### config.mk
export PLATFORM = sky130hd
export DESIGN_NAME = alert_mask_enable
export DESIGN_NICKNAME = d
export VERILOG_FILES = /design/src/verilog/alert_pkg.sv /design/src/verilog/limit_compare.sv /design/src/verilog/alert_mask_enable.sv
export SDC_FILE = /design/constraint.sdc
export NUM_CORES = 1
export LEC_CHECK = 0
export BUFFER_PORTS_ARGS = -buffer_cell sky130_fd_sc_hd__buf_2
export CORE_MARGIN = 2
export CORE_UTILIZATION = 46
export DETAILED_ROUTE_END_ITERATION = 8
export PLACE_DENSITY_LB_ADDON = 0.25
export SETUP_SLACK_MARGIN = 0.2
export SKIP_CTS_REPAIR_TIMING = 1
export SLEW_MARGIN = 20
export SYNTH_ARGS = -nofsm -noshare
export SYNTH_HDL_FRONTEND = slang
export SYNTH_SLANG_ARGS = --single-unit
### constraint.sdc
create_clock -name clk_in -period 1.5 [get_ports clk_in]
set_input_delay 0.15 -clock clk_in [delete_from_list [all_inputs] [get_ports clk_in]]
set_output_delay 0.15 -clock clk_in [all_outputs]
set_load 0.05 [all_outputs]
### src/verilog/alert_pkg.sv
// Package for the alert mask, enable and flag logic of a power monitor.
// Assumes a single device clock domain and a register access port that
// presents one 16-bit register at a time.
package alert_pkg;
   localparam logic [5:0]  MASK_REG_INDEX  = 6'h06;
   localparam logic [5:0]  CONFIG_REG_INDEX = 6'h00;
   localparam logic [15:0] MASK_REG_RESET  = 16'h0000;
   localparam int SHUNT_OVER_BIT  = 15;
   localparam int SHUNT_UNDER_BIT = 14;
   localparam int BUS_OVER_BIT    = 13;
   localparam int BUS_UNDER_BIT   = 12;
   localparam int POWER_OVER_BIT  = 11;
   localparam int READY_ALERT_BIT = 10;
   localparam int STORAGE_ERR_BIT = 5;
   localparam int ALERT_FLAG_BIT  = 4;
   localparam int READY_FLAG_BIT  = 3;
   localparam int OVERFLOW_BIT    = 2;
   localparam int POLARITY_BIT    = 1;
   localparam int LATCH_BIT       = 0;
   localparam int RESULT_WIDTH    = 16;
   typedef enum logic [2:0] {
      FUNC_NONE,
      FUNC_SHUNT_OVER,
      FUNC_SHUNT_UNDER,
      FUNC_BUS_OVER,
      FUNC_BUS_UNDER,
      FUNC_POWER_OVER
   } limit_func_t;
endpackage

### src/verilog/limit_compare.sv
// Limit comparison for the one selected alert function.
// Assumes results and limit share the format of the targeted register.
`timescale 1ns/1ns
module limit_compare #(
   parameter int WIDTH = 16
) (
   // Selection
   input  wire alert_pkg::limit_func_t func_in,
   // Operands
   input  wire logic [WIDTH-1:0] shunt_in,
   input  wire logic [WIDTH-1:0] bus_in,
   input  wire logic [WIDTH-1:0] power_in,
   input  wire logic [WIDTH-1:0] limit_in,
   // Result
   output logic                  fault_out
);
   // A one-bit operand leaves no room for the sign of a shunt value.
   if (WIDTH < 2) begin
      $error("limit_compare: WIDTH too small");
   end

   // Shunt values are signed; bus and power are unsigned.
   always_comb begin
      unique case (func_in)
         alert_pkg::FUNC_SHUNT_OVER:  fault_out = $signed(shunt_in) > $signed(limit_in);
         alert_pkg::FUNC_SHUNT_UNDER: fault_out = $signed(shunt_in) < $signed(limit_in);
         alert_pkg::FUNC_BUS_OVER:    fault_out = bus_in > limit_in;
         alert_pkg::FUNC_BUS_UNDER:   fault_out = bus_in < limit_in;
         alert_pkg::FUNC_POWER_OVER:  fault_out = power_in > limit_in;
         default:                     fault_out = 1'b0;
      endcase
   end
endmodule

### src/verilog/alert_mask_enable.sv
// Alert mask and enable register with flag and alert pin logic.
// Assumes the converter pulses cycle_done_in once averaging and products are
// finished, with the averaged results stable on the result inputs.
// Notes on behaviour
// - Shunt over enable alerts when shunt result exceeds the limit.
// - Shunt under enable refused while shunt over is set; alerts below limit.
// - Bus over alerts above limit; refused while a shunt enable is set.
// - Bus under alerts below limit; refused while a shunt enable or bus over is set.
// - Power over alerts above limit; refused while any other limit enable set.
// - Ready-on-alert enable lets the ready flag drive the alert pin.
// - One limit function at a time, plus the ready event on the pin.
// - Latched: alert function flag holds until this register is read.
// - Transparent: flag clears after the next conversion without a fault.
// - Ready flag sets only after conversions, averaging and products finish.
// - Configuration writes clear the ready flag, except power-down-only writes.
// - Reading this register clears the ready flag.
// - Latest results stay readable regardless of the ready flag.
// - Math overflow bit reads one when an arithmetic overflow occurs.
// - Polarity zero gives active-low open drain; one gives active-high.
// - Transparent: pin and flag go idle once the fault is gone.
// - Latched: pin and flag stay active until this register is read.
`timescale 1ns/1ns
module alert_mask_enable #(
   parameter int WIDTH = alert_pkg::RESULT_WIDTH
) (
   // Clock and reset
   input  wire logic             clk_in,
   input  wire logic             rstn_in,
   // Register access port
   input  wire logic [5:0]       reg_index_in,
   input  wire logic             reg_write_in,
   input  wire logic             reg_read_in,
   input  wire logic [15:0]      reg_wdata_in,
   input  wire logic             config_power_down_only_in,
   output logic      [15:0]      reg_rdata_out,
   // Converter side
   input  wire logic             cycle_done_in,
   input  wire logic [WIDTH-1:0] shunt_in,
   input  wire logic [WIDTH-1:0] bus_in,
   input  wire logic [WIDTH-1:0] power_in,
   input  wire logic [WIDTH-1:0] limit_in,
   input  wire logic             overflow_event_in,
   input  wire logic             storage_error_event_in,
   // Alert pin, open drain at polarity zero, driven both ways at polarity one
   output logic                  alert_o_out,
   output logic                  alert_oen_n_out
);
   // The limit and the results share the one 16-bit register format.
   if (WIDTH != 16) begin
      $error("alert_mask_enable: register holds 16-bit results only");
   end

   logic        shunt_over_enable;
   logic        shunt_under_enable;
   logic        bus_over_enable;
   logic        bus_under_enable;
   logic        power_over_enable;
   logic        ready_on_alert_enable;
   logic        alert_polarity;
   logic        alert_latch_select;
   logic        alert_function_flag;
   logic        conversion_ready_flag;
   logic        math_overflow;
   logic        storage_error;
   logic        fault;
   logic        mask_write;
   logic        mask_read;
   logic        config_write;
   logic        alert_active;
   logic [15:0] mask_word;
   alert_pkg::limit_func_t func;

   // Other indexes pass by, except that a configuration write that is not power-down-only clears the ready flag.
   assign mask_write   = reg_write_in && (reg_index_in == alert_pkg::MASK_REG_INDEX);
   assign mask_read    = reg_read_in && (reg_index_in == alert_pkg::MASK_REG_INDEX);
   assign config_write = reg_write_in && (reg_index_in == alert_pkg::CONFIG_REG_INDEX);

   // Each write is checked against the enables already held, so a later
   // function bit cannot join an earlier one.
   always_ff @(posedge clk_in or negedge rstn_in) begin
      if (!rstn_in) begin
         shunt_over_enable     <= 1'b0;
         shunt_under_enable    <= 1'b0;
         bus_over_enable       <= 1'b0;
         bus_under_enable      <= 1'b0;
         power_over_enable     <= 1'b0;
         ready_on_alert_enable <= 1'b0;
         alert_polarity        <= 1'b0;
         alert_latch_select    <= 1'b0;
      end else if (mask_write) begin
         shunt_over_enable     <= reg_wdata_in[alert_pkg::SHUNT_OVER_BIT];
         shunt_under_enable    <= reg_wdata_in[alert_pkg::SHUNT_UNDER_BIT]
                                  && !shunt_over_enable;
         bus_over_enable       <= reg_wdata_in[alert_pkg::BUS_OVER_BIT]
                                  && !shunt_over_enable && !shunt_under_enable;
         bus_under_enable      <= reg_wdata_in[alert_pkg::BUS_UNDER_BIT]
                                  && !shunt_over_enable && !shunt_under_enable
                                  && !bus_over_enable;
         power_over_enable     <= reg_wdata_in[alert_pkg::POWER_OVER_BIT]
                                  && !shunt_over_enable && !shunt_under_enable
                                  && !bus_over_enable && !bus_under_enable;
         ready_on_alert_enable <= reg_wdata_in[alert_pkg::READY_ALERT_BIT];
         alert_polarity        <= reg_wdata_in[alert_pkg::POLARITY_BIT];
         alert_latch_select    <= reg_wdata_in[alert_pkg::LATCH_BIT];
      end
   end

   // If a write lands two bits at once, the highest one wins.
   always_comb begin
      if (shunt_over_enable) begin
         func = alert_pkg::FUNC_SHUNT_OVER;
      end else if (shunt_under_enable) begin
         func = alert_pkg::FUNC_SHUNT_UNDER;
      end else if (bus_over_enable) begin
         func = alert_pkg::FUNC_BUS_OVER;
      end else if (bus_under_enable) begin
         func = alert_pkg::FUNC_BUS_UNDER;
      end else if (power_over_enable) begin
         func = alert_pkg::FUNC_POWER_OVER;
      end else begin
         func = alert_pkg::FUNC_NONE;
      end
   end

   limit_compare #(
      .WIDTH (WIDTH)
   ) u_compare (
      .func_in   (func),
      .shunt_in  (shunt_in),
      .bus_in    (bus_in),
      .power_in  (power_in),
      .limit_in  (limit_in),
      .fault_out (fault)
   );

   // A fault seen at a cycle end sets the flag; that beats a read in the same cycle.
   always_ff @(posedge clk_in or negedge rstn_in) begin
      if (!rstn_in) begin
         alert_function_flag <= 1'b0;
      end else if (cycle_done_in && fault) begin
         alert_function_flag <= 1'b1;
      end else if (alert_latch_select && mask_read) begin
         alert_function_flag <= 1'b0;
      end else if (!alert_latch_select && cycle_done_in) begin
         alert_function_flag <= 1'b0;
      end
   end

   // A conversion end beats a read or a configuration write in the same cycle,
   // so no finished result goes unannounced.
   always_ff @(posedge clk_in or negedge rstn_in) begin
      if (!rstn_in) begin
         conversion_ready_flag <= 1'b0;
      end else if (cycle_done_in) begin
         conversion_ready_flag <= 1'b1;
      end else if (mask_read || (config_write && !config_power_down_only_in)) begin
         conversion_ready_flag <= 1'b0;
      end
   end

   // Sticky status; reading does not clear them.
   always_ff @(posedge clk_in or negedge rstn_in) begin
      if (!rstn_in) begin
         math_overflow <= 1'b0;
         storage_error <= 1'b0;
      end else begin
         if (overflow_event_in) begin
            math_overflow <= 1'b1;
         end
         if (storage_error_event_in) begin
            storage_error <= 1'b1;
         end
      end
   end

   // Reserved bits 9 to 6 keep their reset value of zero.
   always_comb begin
      mask_word = alert_pkg::MASK_REG_RESET;
      mask_word[alert_pkg::SHUNT_OVER_BIT]  = shunt_over_enable;
      mask_word[alert_pkg::SHUNT_UNDER_BIT] = shunt_under_enable;
      mask_word[alert_pkg::BUS_OVER_BIT]    = bus_over_enable;
      mask_word[alert_pkg::BUS_UNDER_BIT]   = bus_under_enable;
      mask_word[alert_pkg::POWER_OVER_BIT]  = power_over_enable;
      mask_word[alert_pkg::READY_ALERT_BIT] = ready_on_alert_enable;
      mask_word[alert_pkg::STORAGE_ERR_BIT] = storage_error;
      mask_word[alert_pkg::ALERT_FLAG_BIT]  = alert_function_flag;
      mask_word[alert_pkg::READY_FLAG_BIT]  = conversion_ready_flag;
      mask_word[alert_pkg::OVERFLOW_BIT]    = math_overflow;
      mask_word[alert_pkg::POLARITY_BIT]    = alert_polarity;
      mask_word[alert_pkg::LATCH_BIT]       = alert_latch_select;
   end

   // Read data is registered; results live elsewhere and are never gated here.
   always_ff @(posedge clk_in or negedge rstn_in) begin
      if (!rstn_in) begin
         reg_rdata_out <= 16'h0000;
      end else if (mask_read) begin
         reg_rdata_out <= mask_word;
      end
   end

   // The flag moves only at cycle ends and on reads in latched mode, so the pin cannot chatter between them.
   assign alert_active = alert_function_flag
                         || (ready_on_alert_enable && conversion_ready_flag);

   // Normal sense only sinks the line; inverted sense drives it high.
   always_ff @(posedge clk_in or negedge rstn_in) begin
      if (!rstn_in) begin
         alert_o_out     <= 1'b0;
         alert_oen_n_out <= 1'b1;
      end else if (alert_polarity) begin
         alert_o_out     <= alert_active;
         alert_oen_n_out <= 1'b0;
      end else begin
         alert_o_out     <= 1'b0;
         alert_oen_n_out <= !alert_active;
      end
   end
endmodule

## After elaboration in Yosys (flattened, before gate mapping)

Index checks and enable logic that the tools add are counted.

- Mux-type cells: 13
- Shifts and indexed selects: 0
- Add/subtract/negate cells: 0
- Bitwise gates (word level): 0
- Equal/unequal tests: 6
- Order comparisons: 5
- Reduce and logical (&&, ||, !) cells: 30
- Multipliers: 0
- Divide/modulo/power cells: 0

Operators with widths:

| operator | count |
|---|---|
| $gt 16x16->1 | 3 |
| $lt 16x16->1 | 2 |
| $logic_and 1x1->1 | 18 |
| $mux 3 | 5 |
| $logic_not 1->1 | 7 |
| $mux 1 | 7 |
| $eq 3x2->1 const B | 2 |
| $eq 3x3->1 const B | 2 |
| $eq 6x3->1 const B | 1 |
| $logic_not 6->1 | 1 |
| $pmux 1 s5 | 1 |
| $eq 3x1->1 const B | 1 |
| $reduce_bool 3->1 | 1 |
| $logic_or 1x1->1 | 2 |
| $reduce_bool 2->1 | 1 |

- Bits in latches: 0
- Memories: 0
- Memory bits (read-only): 0
- Memory bits (writable): 0
- Logic and storage cells: 69
- Output and inout bits: 18
- Register bits: 26
- Bits of input ports: 94

## Depth between registers and ports, before layout

- Depth after elaboration: 9
- Mapped depth: 8
- Gate-level depth less buffers: 8

## By module

Synthesis repeated with hierarchy kept, for this count alone.

- Cells, all modules: 233
- Area, all modules: 2,289.7 µm²

By module, submodules not included:

| module | sequential area each (µm²) | instances | area each (µm²) | cells an instance |
|---|---|---|---|---|
| limit_compare | 0.0 | 1 | 1,152.4 | 151 |
| alert_mask_enable | 651.9 | 1 | 1,137.3 | 82 |

## Least setup slack after synthesis

No wires, ideal clock.

- Kind: input-to-reg
- Start point: in limit_in[13]
- End point: reg alert_function_flag
- Stages: 8
- Setup time: 0.084 ns
- Buffers on the path: 0
- Slack: -0.314 ns
- Arrival time: 1.730 ns
- Data required time: 1.416 ns
- Path through: inv_1 ha_1 a21o_1 a21o_1 a221o_1 a211oi_1 mux2_2 a41oi_2

- Cells in the longest elaborated chain, start to end: 4
- Elaborated cells between the ends (all ways): 9
- Classes of those cells: order compare: 5; mux: 2; reduce/logical: 2

RTL lines:

| what | line | text |
|---|---|---|
| start: declaration | alert_mask_enable.sv:41 | `input wire logic [WIDTH-1:0] limit_in,` |
| $gt 16x16->1, or another cell as far along | limit_compare.sv:29 | `alert_pkg::FUNC_POWER_OVER: fault_out = power_in > limit_in;` |
| $pmux 1 s5 * | limit_compare.sv:24 | `unique case (func_in)` |
| $logic_and 1x1->1 * | alert_mask_enable.sv:140 | `end else if (cycle_done_in && fault) begin` |
| $reduce_bool 3->1 (no line) or $mux 1 (tied branches) | -- |  |
| end signal: assignment | alert_mask_enable.sv:139 | `alert_function_flag <= 1'b0;` |
| end signal: assignment | alert_mask_enable.sv:141 | `alert_function_flag <= 1'b1;` |
| end signal: assignment | alert_mask_enable.sv:143 | `alert_function_flag <= 1'b0;` |
| end: declaration | alert_mask_enable.sv:61 | `logic alert_function_flag;` |

Mark *: on every way between the ends. The rest lies on a longest branch, timed or not.
A chain may end at the register's enable or synchronous reset.

## Final worst setup path

- Start point: in limit_in[11]
- End point: reg alert_function_flag

Same word-level chain as after synthesis.

==> results by group <==
Clock tree
  • CTS max path bufs: 2
  • Root buf cell: clkbuf_8
  • CTS buffer count: 3
  • Total number of H-tree levels: 1
  • Clk slew on worst S/H paths: 0.09 ns
  • Worst skew pair latency: 0.27 ns
  • CTS tree: done
  • Number of clock sinks: 26

Floorplan
  • Horiz. Die Dim: 73.72 µm
  • Die height: 73.72 µm
  • Core area: 0.004692 mm²
  • Initial Utilization: 47.65%
  • DIE AREA: 0.005435 mm²
  • Core Rows: 25
  • IO Pins: 112

Synth
  • Ys flop type: dfrtp_1
  • Post-synth EDFFs: 0
  • Synth Area in Compound Gates: 13.43%
  • Cell variety after synth: 42
  • Gate Count Post-Synth: 232
  • Synthesized area: 0.002236 mm²
  • XOR/XNOR Fraction of Synth Area: 0%
  • Post-Synth Adder-Cell Area: 26.86%
  • Synth Area in Simple Gates: 15.44%
  • Largest family of logic cells by synthesized area: adder cells
  • Flop and latch count out of synthesis: 26
  • Synth async-reset ratio: 100.0%
  • Multiplexer area fraction after synthesis: 9.513%
  • Average size of a mapped cell: 9.637 µm²
  • Synth warnings: 0
  • Area leader, netlist: dfrtp_1
  • Seq/Total Area, Yosys: 29.16%
  • Synth area leaders: dfrtp_1 (28%), ha_1 (27%), mux2_2 (9.1%), a21oi_1 (4.3%), nand2_1 (4.0%)
  • Synth top area share: 27.98%

Placement
  • Port Buffer Count: 99
  • Detailed Place HPWL: 4702 µm
  • Placed cell count: 406
  • Placed instance area: 0.003029 mm²
  • GPL Wtd Cong: 0.8027
  • Placement Setup Slack: -0.5488 ns

Global routing
  • Number of global-route vias before repair: 2056
  • Total Routing Usage GR: 20.51%
  • Largest net degree at the start of global routing: 27
  • Initial antenna violation count: 0
  • Total congestion overflow: 0
  • Global-route wire length before repair: 8852 µm

Detailed routing
  • DR DRC count: 0
  • Antenna Violating Nets Remaining: 0
  • Drt total wl: 6205 µm
  • Detailed-route via count: 2216
  • DRT Pass-1 Iters: 4
  • Vias per std cell: 5.366
  • Routed len/inst: 15.02 µm
  • Initial DRC Count: 58

Pwr
  • LEAKAGE: 1.746 nW
  • PwrDens: 687.1 mW/mm²
  • Maximum vdd drop: 0.7237 mV

Timing
  • Final setup violation count: 1
  • Worst-margin pin slew: 0.5749 ns
  • Max Fclk: 0.6173 GHz
  • RSZ-0062 raised after global routing: yes
  • Period utilization: 108.0%
  • Slew HR: 61.67%
  • Fin. max-slew vios: 0
  • Hold violation total from the final report: 0
  • Setup ws final: -0.1199 ns
  • Clk_skew: 0.007186 ns
  • Final min period: 1.620 ns

Setup path
  • R2r endpoint: alert_function_flag
  • Critical Path Sink Type: register
  • Critical Path RT: 1.69 ns
  • Flop-to-flop setup slack: 0.16 ns
  • Worst Path Max Fanout: 3
  • Worst Setup SP: limit_in[11]
  • FF-to-FF path depth: 4
  • R2r startpoint: shunt_under_enable
  • Worst setup SP type: input port
  • WP data arrival: 1.81 ns
  • WS Path Type: input port to register

Final layout
  • Design area: 0.003485 mm²
  • NumNets Final: 502
  • Antenna diodes: 0
  • Area Growth Syn to Fin: 55.85%
  • FILL cells: 332
  • Non-Filler Instances: 413
  • Commonest non-fill, non-tap cell in the layout: buf_2
  • Share of cells above drive strength 1: 56.27%
  • Most frequent cells in the layout: buf_2 (92), ha_1 (27), buf_4 (26)

Worst hold path
  • Hold Path Stages: 2
  • Tightest Hold Check Type: input port to register
  • Hold Crit Start: storage_error_event_in
  • WHS Endpoint: storage_error

Status
  • Status: finished, violations left
  • Failing checks: setup timing

Run
  • MaxCap Viol Count: 0
[cell families after synthesis]
| family | Yosys count |
|---|---|
| and+or+nand+nor | 65 |
| adders and majority gates | 48 |
| AOI/OAI and AO/OA | 46 |
| buffers and inverters | 27 |
| DFF | 26 |
| muxes | 19 |
| other | 1 |
[sequential cells by signal, summed over array words and instances (netlist names)]
name / flops
reg_rdata_out: 12
bus_under_enable: 1
alert_polarity: 1
shunt_under_enable: 1
alert_o_out: 1
alert_oen_n_out: 1
alert_latch_select: 1
shunt_over_enable: 1
bus_over_enable: 1
storage_error: 1
alert_function_flag: 1
power_over_enable: 1
ready_on_alert_enable: 1
math_overflow: 1
conversion_ready_flag: 1
[power breakdown]
group / internal [mW] / switching, mW
Sequential: 0.775 / 0.0604
Combinational: 0.451 / 0.531
Clock: 0.357 / 0.220
[per-stage QoR]
stage | setup TNS [ns] | hold WS [ns] | power [mW] | utilization [%]
final | -0.1199 | 0.06004 | 2.394 | 74.27
after detailed placement | -0.6172 | 0.1828 | 1.692 | 64.56
after global routing | -0.1851 | 0.06750 | 2.513 | 74.27
after global placement | -0.5244 | 0.1793 | 1.667 | 64.56
after floorplan | -0.2545 | -0.1456 | 1.365 | -
after CTS | -0.2779 | -0.1112 | 2.266 | 66.08
[critical path, stage by stage]
cell and delay [ns]:
buf_2 0.10, inv_2 0.10, ha_4 0.21, nand4_1 0.17, nor2_1 0.06, a221o_1 0.33, a211oi_2 0.19, mux2_4 0.32
a41oi_2 0.17
[routing by layer]
metal | track usage [%] | share of wire, % | vias up
met2 | 37.10 | 53 | 69
li1 | - | - | 1101
met1 | 26.43 | 42 | 1038
met3 | 2.058 | 4.4 | 8
met5 | 0 | 0 | -
met4 | 4.040 | 1.2 | 0
[cell usage after synthesis (2+ instances only)]
library cell / number
mux2_2: 18
o21ai_0: 9
buf_4: 5
dfrtp_1: 25
or2_2: 2
nor3_1: 3
nor2b_1: 4
nor4_1: 4
nor2_1: 4
nand3_1: 6
nand2_1: 24
ha_1: 48
nand4_1: 7
inv_1: 20
nand2b_1: 2
and4_1: 2
a21oi_1: 19
a21o_1: 4
o211ai_1: 3
[worst max-delay path by stage]
stage | to | slack [ns]
after floorplan | alert_function_flag | -0.25
after global routing | alert_function_flag | -0.19
after detailed placement | alert_function_flag | -0.55
after global placement | alert_function_flag | -0.52
final | alert_function_flag | -0.12
after CTS | alert_function_flag | -0.28
[area by class of cell]
cell class	count	area, µm²	share of cell area [%]
flip-flops and latches	26	651.9	18.71
inverters	20	102.6	2.944
clock inverters	1	30.03	0.8618
repair buffers	127	759.5	21.80
clock buffers	3	41.29	1.185
well taps	54	67.56	1.939
multi-input cells	182	1832	52.57
Note: power is estimated with default switching activity, not from simulation.
